[config.mk]
export PLATFORM = sky130hd
export DESIGN_NAME = switch_global_control_regs
export DESIGN_NICKNAME = d
export VERILOG_FILES = /design/src/switch_ctrl_pkg.sv /design/src/switch_storm_limiter.sv /design/src/switch_global_control_regs.sv
export SDC_FILE = /design/constraint.sdc
export NUM_CORES = 1
export LEC_CHECK = 0
export ABC_AREA = 1
export BUFFER_PORTS_ARGS = -buffer_cell sky130_fd_sc_hd__buf_2
export CAP_MARGIN = 10
export CORE_ASPECT_RATIO = 0.8
export CORE_MARGIN = 2
export CORE_UTILIZATION = 30
export CTS_BUF_LIST = sky130_fd_sc_hd__clkbuf_4 sky130_fd_sc_hd__clkbuf_8 sky130_fd_sc_hd__clkbuf_16
export CTS_CLUSTER_SIZE = 10
export DETAILED_ROUTE_END_ITERATION = 6
export HOLD_SLACK_MARGIN = 0.15
export PLACE_DENSITY = 0.5
export SKIP_LAST_GASP = 1
export SLEW_MARGIN = 30
export SYNTH_ARGS = -nofsm -noshare
export SYNTH_HDL_FRONTEND = slang
export SYNTH_SLANG_ARGS = --single-unit
[constraint.sdc]
create_clock -name mclk -period 5.44 [get_ports mclk]
set_input_delay 0.816 -clock mclk [delete_from_list [all_inputs] [get_ports mclk]]
set_output_delay 0.816 -clock mclk [all_outputs]
set_load 0.005 [all_outputs]
[src/switch_ctrl_pkg.sv]
// constants shared by the global control register block and the storm limiter
package switch_ctrl_pkg;

    localparam int          NUM_PORTS      = 5;

    // register offsets
    localparam logic [7:0]  OFS_FWD_OPT    = 8'h05;
    localparam logic [7:0]  OFS_LINK_STORM = 8'h06;
    localparam logic [7:0]  OFS_STORM_LO   = 8'h07;
    localparam logic [7:0]  OFS_TEST_A     = 8'h08;
    localparam logic [7:0]  OFS_TEST_B     = 8'h09;

    // forwarding_options fields
    localparam int          FWD_PRETAG_BIT = 4;
    localparam int          FWD_TAGMSK_BIT = 1;
    localparam int          FWD_SNIFF_BIT  = 0;

    // port5_link_and_storm_high fields
    localparam int          LNK_BP_BIT     = 7;
    localparam int          LNK_HDX_BIT    = 6;
    localparam int          LNK_FC_BIT     = 5;
    localparam int          LNK_SPD_BIT    = 4;
    localparam int          LNK_NULL_BIT   = 3;
    localparam int          LNK_STORM_MSB  = 2;

    // values after reset
    localparam logic [7:0]  FWD_OPT_RST    = 8'h00;
    localparam logic        LNK_BP_RST     = 1'b0;
    localparam logic        LNK_NULL_RST   = 1'b0;
    localparam logic [2:0]  STORM_HI_RST   = 3'h0;
    localparam logic [7:0]  STORM_LO_RST   = 8'h4a;
    localparam logic [7:0]  TEST_A_VAL     = 8'h00;
    localparam logic [7:0]  TEST_B_VAL     = 8'h4c;

    // storm measurement periods
    localparam int          CLK_HZ         = 10_000_000;
    localparam int          PERIOD_FAST_MS = 50;
    localparam int          PERIOD_SLOW_MS = 500;
    localparam int          FAST_CYCLES    = (CLK_HZ / 1000) * PERIOD_FAST_MS;
    localparam int          SLOW_CYCLES    = (CLK_HZ / 1000) * PERIOD_SLOW_MS;
    localparam int          PERIOD_W       = 23;

    // one-hot port select; indexes beyond the last port give zero
    function automatic logic [NUM_PORTS-1:0] port_onehot(input logic [2:0] idx);
        logic [NUM_PORTS-1:0] m;
        m = '0;
        for (int i = 0; i < NUM_PORTS; i++)
        begin
            if (idx == 3'(i))
                m[i] = 1'b1;
        end
        return m;
    endfunction : port_onehot

endpackage : switch_ctrl_pkg

[src/switch_storm_limiter.sv]
// per-port broadcast storm limiter counting 64-byte blocks per period
module switch_storm_limiter
    import switch_ctrl_pkg::*;
#(
    parameter int FAST_CYC = switch_ctrl_pkg::FAST_CYCLES,
    parameter int SLOW_CYC = switch_ctrl_pkg::SLOW_CYCLES
)
(
    // clock and reset
    input  wire logic                  mclk,
    input  wire logic                  reset_n,
    // configuration
    input  wire logic [10:0]           storm_limit,
    input  wire logic [switch_ctrl_pkg::NUM_PORTS-1:0] port_is_10m,
    // block stream
    input  wire logic                  blk_valid,
    input  wire logic [2:0]            blk_port,
    output logic                       blk_drop
);
    import switch_ctrl_pkg::*;

    logic [PERIOD_W-1:0]  fast_r;
    logic [PERIOD_W-1:0]  fast_nxt;
    logic [PERIOD_W-1:0]  slow_r;
    logic [PERIOD_W-1:0]  slow_nxt;
    logic [10:0]          cnt_r   [NUM_PORTS];
    logic [10:0]          cnt_nxt [NUM_PORTS];
    logic                 fast_tick;
    logic                 slow_tick;
    logic [NUM_PORTS-1:0] sel;
    logic                 over;

    always_comb
    begin
        fast_tick = (fast_r == PERIOD_W'(FAST_CYC - 1));
        slow_tick = (slow_r == PERIOD_W'(SLOW_CYC - 1));
        fast_nxt  = fast_tick ? '0 : fast_r + 1'b1;
        slow_nxt  = slow_tick ? '0 : slow_r + 1'b1;
        sel       = port_onehot(blk_port);
        over      = 1'b0;
        for (int i = 0; i < NUM_PORTS; i++)
        begin
            if (sel[i] && cnt_r[i] >= storm_limit)
                over = 1'b1;
        end
        blk_drop  = blk_valid && over;
        for (int i = 0; i < NUM_PORTS; i++)
        begin
            cnt_nxt[i] = cnt_r[i];
            if (port_is_10m[i] ? slow_tick : fast_tick)
                cnt_nxt[i] = '0;
            if (blk_valid && sel[i] && !over)
                cnt_nxt[i] = cnt_nxt[i] + 1'b1;
        end
    end

    always_ff @(posedge mclk)
    begin
        if (!reset_n)
        begin
            fast_r <= '0;
            slow_r <= '0;
            for (int i = 0; i < NUM_PORTS; i++)
                cnt_r[i] <= '0;
        end
        else
        begin
            fast_r <= fast_nxt;
            slow_r <= slow_nxt;
            for (int i = 0; i < NUM_PORTS; i++)
                cnt_r[i] <= cnt_nxt[i];
        end
    end

endmodule : switch_storm_limiter

[src/switch_global_control_regs.sv]
// global control registers for the cpu port link, forwarding options and storm rate
//
// Functional notes
// - pre-tag set: frames out on the cpu port carry source port number first.
// - tag-mask mode: low five VID bits become the forwarding port mask.
// - tag-mask applies only while 802.1q VLAN mode is off.
// - sniff select one: mirror only when source and destination both match.
// - sniff select zero: mirror when source or destination matches.
// - back pressure bit enables half-duplex back pressure on the cpu port.
// - duplex bit one gives half duplex, zero full duplex.
// - flow control bit enables full-duplex flow control on the cpu port.
// - speed bit one gives 10Mbps, zero gives 100Mbps.
// - duplex, flow control and speed load from strap pins at reset.
// - null VID replacement swaps a zero VID for the port default VID.
// - storm rate is eleven bits split over two registers.
// - storm period is 50ms at 100 megabit, 500ms at 10 megabit.
// - storm rate resets to 0x4a low, zero high bits.
module switch_global_control_regs
    import switch_ctrl_pkg::*;
#(
    parameter int FAST_CYC = switch_ctrl_pkg::FAST_CYCLES,
    parameter int SLOW_CYC = switch_ctrl_pkg::SLOW_CYCLES
)
(
    // clock and reset
    input  wire logic        mclk,
    input  wire logic        reset_n,
    // strap pins
    input  wire logic        speed_strap_pin,
    input  wire logic        duplex_strap_pin,
    input  wire logic        flow_control_strap_pin,
    // register access port
    input  wire logic [7:0]  reg_addr,
    input  wire logic        reg_wr,
    input  wire logic        reg_rd,
    input  wire logic [7:0]  reg_wdata,
    output logic [7:0]       reg_rdata,
    // switch_side_cpu_port_link settings
    output logic             cpu_link_backpressure,
    output logic             cpu_link_half_duplex,
    output logic             cpu_link_flow_control,
    output logic             cpu_link_speed_10m,
    // frame start toward the cpu port
    input  wire logic        cpu_tx_start,
    input  wire logic [2:0]  cpu_tx_src_port,
    output logic             pretag_valid,
    output logic [2:0]       pretag_port,
    // packet descriptor in
    input  wire logic        vlan_mode_on,
    input  wire logic [4:0]  rx_sniff_ports,
    input  wire logic [4:0]  tx_sniff_ports,
    input  wire logic        pkt_valid,
    input  wire logic [2:0]  pkt_src_port,
    input  wire logic [4:0]  pkt_dst_mask,
    input  wire logic [11:0] pkt_vid,
    input  wire logic [11:0] port_default_vid,
    // packet descriptor out
    output logic             fwd_valid,
    output logic [4:0]       fwd_mask,
    output logic [11:0]      fwd_vid,
    output logic             fwd_mirror,
    // broadcast block stream
    input  wire logic [4:0]  port_is_10m,
    input  wire logic        bcast_blk_valid,
    input  wire logic [2:0]  bcast_blk_port,
    output logic             bcast_blk_drop
);
    import switch_ctrl_pkg::*;

    // register state
    logic        pretag_en_r;
    logic        pretag_en_nxt;
    logic        tagmask_en_r;
    logic        tagmask_en_nxt;
    logic        sniff_and_r;
    logic        sniff_and_nxt;
    logic        bp_en_r;
    logic        bp_en_nxt;
    logic        half_dpx_r;
    logic        half_dpx_nxt;
    logic        fc_en_r;
    logic        fc_en_nxt;
    logic        speed_10_r;
    logic        speed_10_nxt;
    logic        null_repl_r;
    logic        null_repl_nxt;
    logic [2:0]  storm_hi_r;
    logic [2:0]  storm_hi_nxt;
    logic [7:0]  storm_lo_r;
    logic [7:0]  storm_lo_nxt;
    logic [7:0]  rdata_r;
    logic [7:0]  rdata_nxt;

    // datapath state
    logic        pretag_valid_r;
    logic        pretag_valid_nxt;
    logic [2:0]  pretag_port_r;
    logic [2:0]  pretag_port_nxt;
    logic        fwd_valid_r;
    logic        fwd_valid_nxt;
    logic [4:0]  fwd_mask_r;
    logic [4:0]  fwd_mask_nxt;
    logic [11:0] fwd_vid_r;
    logic [11:0] fwd_vid_nxt;
    logic        fwd_mirror_r;
    logic        fwd_mirror_nxt;

    logic        mask_active;
    logic        src_hit;
    logic        dst_hit;
    logic [10:0] storm_limit;

    // register writes and reads
    always_comb
    begin
        pretag_en_nxt  = pretag_en_r;
        tagmask_en_nxt = tagmask_en_r;
        sniff_and_nxt  = sniff_and_r;
        bp_en_nxt      = bp_en_r;
        half_dpx_nxt   = half_dpx_r;
        fc_en_nxt      = fc_en_r;
        speed_10_nxt   = speed_10_r;
        null_repl_nxt  = null_repl_r;
        storm_hi_nxt   = storm_hi_r;
        storm_lo_nxt   = storm_lo_r;
        rdata_nxt      = rdata_r;
        if (reg_wr)
        begin
            case (reg_addr)
                OFS_FWD_OPT:
                begin
                    pretag_en_nxt  = reg_wdata[FWD_PRETAG_BIT];
                    tagmask_en_nxt = reg_wdata[FWD_TAGMSK_BIT];
                    sniff_and_nxt  = reg_wdata[FWD_SNIFF_BIT];
                end
                OFS_LINK_STORM:
                begin
                    bp_en_nxt      = reg_wdata[LNK_BP_BIT];
                    half_dpx_nxt   = reg_wdata[LNK_HDX_BIT];
                    fc_en_nxt      = reg_wdata[LNK_FC_BIT];
                    speed_10_nxt   = reg_wdata[LNK_SPD_BIT];
                    null_repl_nxt  = reg_wdata[LNK_NULL_BIT];
                    storm_hi_nxt   = reg_wdata[LNK_STORM_MSB:0];
                end
                OFS_STORM_LO:
                    storm_lo_nxt   = reg_wdata;
                // factory test and unmapped offsets ignore writes
                default:
                    storm_lo_nxt   = storm_lo_r;
            endcase
        end
        // a read in the cycle of a write returns the old value
        if (reg_rd)
        begin
            case (reg_addr)
                OFS_FWD_OPT:
                begin
                    rdata_nxt                 = 8'h00;
                    rdata_nxt[FWD_PRETAG_BIT] = pretag_en_r;
                    rdata_nxt[FWD_TAGMSK_BIT] = tagmask_en_r;
                    rdata_nxt[FWD_SNIFF_BIT]  = sniff_and_r;
                end
                OFS_LINK_STORM:
                begin
                    rdata_nxt                   = 8'h00;
                    rdata_nxt[LNK_BP_BIT]       = bp_en_r;
                    rdata_nxt[LNK_HDX_BIT]      = half_dpx_r;
                    rdata_nxt[LNK_FC_BIT]       = fc_en_r;
                    rdata_nxt[LNK_SPD_BIT]      = speed_10_r;
                    rdata_nxt[LNK_NULL_BIT]     = null_repl_r;
                    rdata_nxt[LNK_STORM_MSB:0]  = storm_hi_r;
                end
                OFS_STORM_LO:
                    rdata_nxt = storm_lo_r;
                OFS_TEST_A:
                    rdata_nxt = TEST_A_VAL;
                OFS_TEST_B:
                    rdata_nxt = TEST_B_VAL;
                default:
                    rdata_nxt = 8'h00;
            endcase
        end
    end

    always_ff @(posedge mclk)
    begin
        if (!reset_n)
        begin
            pretag_en_r  <= FWD_OPT_RST[FWD_PRETAG_BIT];
            tagmask_en_r <= FWD_OPT_RST[FWD_TAGMSK_BIT];
            sniff_and_r  <= FWD_OPT_RST[FWD_SNIFF_BIT];
            bp_en_r      <= LNK_BP_RST;
            // straps are sampled on every clock edge while reset is low; the last sample stays
            half_dpx_r   <= duplex_strap_pin;
            fc_en_r      <= flow_control_strap_pin;
            speed_10_r   <= speed_strap_pin;
            null_repl_r  <= LNK_NULL_RST;
            storm_hi_r   <= STORM_HI_RST;
            storm_lo_r   <= STORM_LO_RST;
            rdata_r      <= 8'h00;
        end
        else
        begin
            pretag_en_r  <= pretag_en_nxt;
            tagmask_en_r <= tagmask_en_nxt;
            sniff_and_r  <= sniff_and_nxt;
            bp_en_r      <= bp_en_nxt;
            half_dpx_r   <= half_dpx_nxt;
            fc_en_r      <= fc_en_nxt;
            speed_10_r   <= speed_10_nxt;
            null_repl_r  <= null_repl_nxt;
            storm_hi_r   <= storm_hi_nxt;
            storm_lo_r   <= storm_lo_nxt;
            rdata_r      <= rdata_nxt;
        end
    end

    // packet options: pre-tag, tag mask, null VID, sniff
    always_comb
    begin
        // pre-tag is a pulse; the cpu port logic inserts the tag itself
        pretag_valid_nxt = cpu_tx_start && pretag_en_r;
        pretag_port_nxt  = pretag_valid_nxt ? cpu_tx_src_port : pretag_port_r;
        // VLAN mode overrides the tag mask
        mask_active      = tagmask_en_r && !vlan_mode_on;
        src_hit          = |(port_onehot(pkt_src_port) & rx_sniff_ports);
        // destination match uses the lookup mask, not the tag mask
        dst_hit          = |(pkt_dst_mask & tx_sniff_ports);
        fwd_valid_nxt    = pkt_valid;
        fwd_mask_nxt     = fwd_mask_r;
        fwd_vid_nxt      = fwd_vid_r;
        fwd_mirror_nxt   = 1'b0;
        if (pkt_valid)
        begin
            fwd_mask_nxt = mask_active ? pkt_vid[4:0] : pkt_dst_mask;
            if (null_repl_r && pkt_vid == 12'h000)
                fwd_vid_nxt = port_default_vid;
            else
                fwd_vid_nxt = pkt_vid;
            if (sniff_and_r)
                fwd_mirror_nxt = src_hit && dst_hit;
            else
                fwd_mirror_nxt = src_hit || dst_hit;
        end
    end

    always_ff @(posedge mclk)
    begin
        if (!reset_n)
        begin
            pretag_valid_r <= 1'b0;
            pretag_port_r  <= 3'h0;
            fwd_valid_r    <= 1'b0;
            fwd_mask_r     <= 5'h00;
            fwd_vid_r      <= 12'h000;
            fwd_mirror_r   <= 1'b0;
        end
        else
        begin
            pretag_valid_r <= pretag_valid_nxt;
            pretag_port_r  <= pretag_port_nxt;
            fwd_valid_r    <= fwd_valid_nxt;
            fwd_mask_r     <= fwd_mask_nxt;
            fwd_vid_r      <= fwd_vid_nxt;
            fwd_mirror_r   <= fwd_mirror_nxt;
        end
    end

    // broadcast storm limiting
    // limit 0 drops every block of ports 0-4; ports beyond the last are never counted or dropped
    assign storm_limit = {storm_hi_r, storm_lo_r};

    switch_storm_limiter
    #(
        .FAST_CYC (FAST_CYC),
        .SLOW_CYC (SLOW_CYC)
    )
    u_storm
    (
        .mclk        (mclk),
        .reset_n     (reset_n),
        .storm_limit (storm_limit),
        .port_is_10m (port_is_10m),
        .blk_valid   (bcast_blk_valid),
        .blk_port    (bcast_blk_port),
        .blk_drop    (bcast_blk_drop)
    );

    // outputs
    // link settings and descriptor results come straight from flip-flops
    assign reg_rdata             = rdata_r;
    assign cpu_link_backpressure = bp_en_r;
    assign cpu_link_half_duplex  = half_dpx_r;
    assign cpu_link_flow_control = fc_en_r;
    assign cpu_link_speed_10m    = speed_10_r;
    assign pretag_valid          = pretag_valid_r;
    assign pretag_port           = pretag_port_r;
    assign fwd_valid             = fwd_valid_r;
    assign fwd_mask              = fwd_mask_r;
    assign fwd_vid               = fwd_vid_r;
    assign fwd_mirror            = fwd_mirror_r;

endmodule : switch_global_control_regs

Word-level counts from Yosys, hierarchy flattened:

Memory sizes are Yosys's and may differ from the RTL's.
Index checks and enable logic that the tools add are counted.

* add/sub/neg operators: 7
* multipliers: 0
* div/mod/pow operators: 0
* $lt $le $gt $ge: 5
* equality and inequality tests: 16
* shift-type cells: 0
* multiplexer cells: 50
* bitwise gates (word level): 8
* reductions and logical operators: 35

Operator list (number)
* 11-bit 2-to-1 mux: 15
* 11-bit by 1-bit adder with 11-bit output (second input constant): 5
* 11-bit greater-or-equal comparator: 5
* 23-bit by 1-bit adder with 23-bit output (second input constant): 2
* 1-bit 2-to-1 mux: 32
* 8-bit case mux with 4 select lines: 1
* 8-bit by 3-bit == test with 1-bit output (second input constant): 3
* 23-bit by 19-bit == test with 1-bit output (second input constant): 1
* 23-bit == test (second input constant): 1
* 1-bit logical AND: 20
* 3-bit by 2-bit == test with 1-bit output (second input constant): 4
* 12-bit logical NOT: 1
* 12-bit 2-to-1 mux: 1
* 5-bit AND: 2
* 2-bit AND reduction: 5
* 5-bit OR reduction: 2
* 8-bit by 4-bit == test with 1-bit output (second input constant): 1
* 3-bit by 1-bit == test with 1-bit output (second input constant): 2
* 3-bit == test (second input constant): 2
* 3-bit logical NOT: 2
* 5-bit 2-to-1 mux: 1
* 1-bit OR: 5
* 2-bit by 1-bit != test with 1-bit output (second input constant): 2
* 2-bit OR reduction: 2
* 3 further kinds: 4

* bits in registers: 96
* bits in latches: 0
* RAM bits: 55
* memory bits (read-only): 0
* bits of input ports: 80
* word-level logic and storage cells: 141
* memories: 1

Memories
* u_storm.cnt_r: words 5, width 11, rd ports 5, clocked after Yosys merged registers in 0, write ports 5, RTL line switch_storm_limiter.sv:26 `logic [10:0] cnt_r [NUM_PORTS];`

Longest topological paths before layout:

* word-level depth: 12
* mapped depth: 20
* mapped depth without buffers: 20

Hierarchy:

From an unflattened synthesis, not the netlist that was laid out.

* cells, all modules: 1465
* area, all modules: 9709.3 µm²

Modules (own cells, without submodules)
* switch_storm_limiter: times used 1, cells an instance 1131, area each 7342.0 µm²
* switch_global_control_regs: times used 1, cells an instance 334, area each 2367.3 µm²

Least setup slack after synthesis:

No wires, ideal clock.

* kind: input to output
* start point: input port bcast_blk_port[2]
* end point: output port bcast_blk_drop
* data arrival time: 1777 ps
* setup slack: 2847 ps
* stages on the path: 6
* cell sequence: nor3_1 > inv_2 > nor2_1 > nor3_4 > or2_2 > inv_1

* longest elaborated chain between the ends: 9

Ends and longest elaborated chain
* start, declared: RTL line switch_global_control_regs.sv:65 `input wire logic [2:0] bcast_blk_port,`
* 3-bit logical NOT: RTL line switch_ctrl_pkg.sv:49 `if (idx == 3'(i))`
* 1-bit 2-to-1 mux: RTL line switch_ctrl_pkg.sv:49
* 1-bit logical AND: RTL line switch_storm_limiter.sv:43 `if (sel[i] && cnt_r[i] >= storm_limit)`
* 1-bit 2-to-1 mux (4 in a row): RTL line switch_storm_limiter.sv:43
* 1-bit 2-to-1 mux (*): RTL line switch_storm_limiter.sv:43
* 1-bit logical AND (*): RTL line switch_storm_limiter.sv:46 `blk_drop = blk_valid && over;`
* end, declared: RTL line switch_global_control_regs.sv:66 `output logic bcast_blk_drop`

Mark *: on every way between the ends. The rest lies on a longest branch, timed or not.

Final worst setup path:

* start point: register storm_lo_r[5]
* end point: output port bcast_blk_drop

* longest elaborated chain between the ends: 8

Ends and longest elaborated chain
* start, declared: RTL line switch_global_control_regs.sv:89 `logic [7:0] storm_lo_r;`
* start signal, assigned: RTL line switch_global_control_regs.sv:213 `storm_lo_r <= storm_lo_nxt;`
* 11-bit greater-or-equal comparator: RTL line switch_storm_limiter.sv:43
* 1-bit logical AND: RTL line switch_storm_limiter.sv:43
* 1-bit 2-to-1 mux (4 in a row): RTL line switch_storm_limiter.sv:43
* 1-bit 2-to-1 mux (*): RTL line switch_storm_limiter.sv:43
* 1-bit logical AND (*): RTL line switch_storm_limiter.sv:46

Marks and branches as above.

==> flow_metrics.env <==
export IMPL_setup_tns_ns=0
export IMPL_chipHeight_um=163
export IMPL_synth_warnings=0
export IMPL_cp_end_kind="output pin"
export IMPL_setup_violations=0
export IMPL_synthDistinctLibCells=44
export IMPL_synth_area_top_cells="dfxtp_1 (31%), nand2_1 (15%), nor2_1 (9.1%), ha_1 (8.1%), inv_1 (7.8%)"
export IMPL_max_freq_mhz=286
export IMPL_coreArea_um2=31400
export IMPL_synth_top_area_cell="dfxtp_1"
export IMPL_async_reset_ff_share_pct=0
export IMPL_pre_cts_slack_ns=2.37
export IMPL_grt_use_total_pct=16.6
export IMPL_synth_nets=1626
export IMPL_ios=116
export IMPL_synth_area_um2=9530
export IMPL_crit_arrival_ns=2.69
export IMPL_setup_worst_path_start_class="flop"
export IMPL_cts_made_buffers=17
export IMPL_gp_congestion=0.827
export IMPL_dpl_cell_count=1990
export IMPL_grt_pass1_wl_um=44100
export IMPL_antenna_found_initial=3
export IMPL_syn_inst=1484
export IMPL_dieArea_um2=33200
export IMPL_final_cells=2024
export IMPL_synth_seq_cells=151
export IMPL_first_global_vias=8531
export IMPL_post_drt_wl_per_cell_um=13.6
export IMPL_r2r_cells=12
export IMPL_rrSetupSlack_ns=2.50
export IMPL_cts_tree="yes"
export IMPL_synth_edff_count=3
export IMPL_dr_first_iter_drc_count=664
export IMPL_finalCritPeriodShare_pct=64.4
export IMPL_postRouteAntennaNets=0
export IMPL_p_leak_nw=4.96
export IMPL_num_vias=9458
export IMPL_slew_violations=0
export IMPL_grt_max_degree=61
export IMPL_cts_resized=0
export IMPL_ir_drop_mv=0.175
export IMPL_clk_pin_slew_ns=0.07
export IMPL_synth_top_flop_cell="dfxtp_1"
export IMPL_tightestPinTransition_ns=0.749
export IMPL_cts_root_buf="clkbuf_16"
export IMPL_port_buffers=115
export IMPL_initial_core_util_pct=30.4
export IMPL_maxCapViolCount=0
export IMPL_r2r_start="storm_lo_r[2]"
export IMPL_layout_min_cycle_time_ns=3.50
export IMPL_hold_class="reg -> reg"
export IMPL_vias_per_cell=4.67
export IMPL_critPathRequiredTime_ns=4.62
export IMPL_die_w_um=203
export IMPL_power_per_cell_area_nw_per_um2=229
export IMPL_final_setup_worst_slack_ns=1.94
export IMPL_clock_latency_ns=0.44
export IMPL_n_fill_cell=3420
export IMPL_hold_slack_ns=0.451
export IMPL_clk_path_buf_depth=2
export IMPL_areaGrowthSynthToFinish_pct=16.4
export IMPL_crit_path_end="bcast_blk_drop"
export IMPL_relSlewSlack_pct=49.9
export IMPL_crit_start="storm_lo_r[5]"
export IMPL_drive_gt1_share_pct=12.2
export IMPL_cts_max_level=4
export IMPL_num_rows=58
export IMPL_hold_viol=0
export IMPL_reg2reg_to="u_storm.cnt_r[0][49]"
export IMPL_drc=0
export IMPL_cts_setup_buffers=0
export IMPL_worstSetupPathType="reg -> out"
export IMPL_hold_buffers=0
export IMPL_nets=1731
export IMPL_place_detailed_hpwl_um=20600
export IMPL_grt_setup_unrepaired="false"
export IMPL_postSynthAreaPerCell_um2=6.42
export IMPL_yosysSeqAreaShare_pct=32.0
export IMPL_fin_worst_skew_ns=0.0113
export IMPL_dr_pass1_iters=6
export IMPL_wl_um=27500
export IMPL_cp_max_fo=7
export IMPL_synth_top_cell_area_share_pct=31.1
export IMPL_clock_sinks=151
export IMPL_outcome="finished, final reports clean"
export IMPL_grt_overflow=0
-- power by group --
part           leakage [nW]  total, W  internal, W  switching (W)
Combinational          3.43  0.000166    0.0000606       0.000105
Sequential             1.23   0.00114      0.00113      0.0000109
Clock                 0.296   0.00124     0.000714       0.000527
-- layout make-up --
class                      count  area, µm²  area share [%]
multi-input combinational   1094       5540            49.9
sequential                   151       3050            27.5
inverter                     207        777            7.00
timing repair buffer         118        598            5.39
tap                          420        526            4.73
clock buffer                  20        460            4.15
clock inverter                12        139            1.25
antenna                        2       5.00          0.0451
-- cells in the final DEF (no fill, tap or decap), types with 15 or more instances in the layout --
master,count
nand2_2,15
xor2_1,16
nand4_1,42
o21ai_0,53
ha_1,62
nor2_1,231
dfxtp_1,148
nand2_1,371
clkbuf_16,17
nand3_1,102
buf_2,115
inv_1,198
nor3_1,23
a21oi_1,100
-- sequential cells by signal, indices dropped and copies added, names as in the netlist, 3 cells and up --
register	count
pretag_port	3
u_storm.cnt_r	55
storm_lo_r	8
reg_rdata	8
storm_hi_r	3
u_storm.fast_r	23
fwd_vid	12
fwd_mask	5
u_storm.slow_r	23
-- layer usage --
layer | share of wire (%) | track usage, % | vias up
met2 | 40 | 24.8 | 231
met4 | 1.5 | 4.94 | 2
met1 | 53 | 24.0 | 4188
met3 | 5.8 | 3.29 | 22
met5 | 0.040 | 0 | -
li1 | - | - | 5015
-- cells in the mapped netlist (9+ instances only) --
cell type,number
nor2_1,231
xor2_1,16
a21oi_1,100
clkbuf_1,20
o21ai_0,53
inv_1,199
ha_1,62
nor3_1,23
nand2_2,15
nand4_1,42
nand2_1,371
nand3_1,102
dfxtp_1,148
nor2_2,9
-- how the worst min path moves through the flow --
| stage | start | end | slack (ns) | cells past startpoint |
|---|---|---|---|---|
| finish | u_storm.fast_r[0] | u_storm.fast_r[0] | 0.45 | 1 |
| global placement | u_storm.slow_r[0] | u_storm.slow_r[0] | 0.43 | 1 |
| floorplan | u_storm.fast_r[0] | u_storm.fast_r[0] | 0.42 | 1 |
| global route | reg_rdata[7] | reg_rdata[7] | 0.48 | 2 |
| CTS | u_storm.fast_r[0] | u_storm.fast_r[0] | 0.45 | 1 |
| detailed placement | u_storm.fast_r[0] | u_storm.fast_r[0] | 0.44 | 1 |
-- cell families after synthesis --
| family | after synthesis | share of synthesized area (%) |
|---|---|---|
| compound gates | 188 | 10.7 |
| xor+xnor | 17 | 1.56 |
| fa+ha+maj | 62 | 8.14 |
| buf+inv | 239 | 9.86 |
| flops | 151 | 32.0 |
| simple gates | 827 | 37.7 |
-- critical path, stage by stage, from the launching register on --
cell and delay (ns):
dfxtp_1 0.32, inv_1 0.18, ha_1 0.34, nand2_1 0.05, inv_1 0.06, nand3_1 0.09, nor4_1 0.40, nor2_1 0.10
nor2_1 0.19, nor3_4 0.06, or2_2 0.30, inv_1 0.05, buf_2 0.10
-- metrics by stage --
| step | utilization [%] | power [W] | instance area, µm² |
|---|---|---|---|
| final | 35.4 | 0.00255 | 11100 |
| after global routing | 35.4 | 0.00265 | 11100 |
| after CTS | 35.4 | 0.00259 | 11100 |
| after detailed placement | 33.5 | 0.00133 | 10500 |
| after global placement | 33.5 | 0.00133 | 10500 |
| after floorplan | - | 0.00125 | 9530 |
No activity file was read; power rests on OpenSTA's default activity.
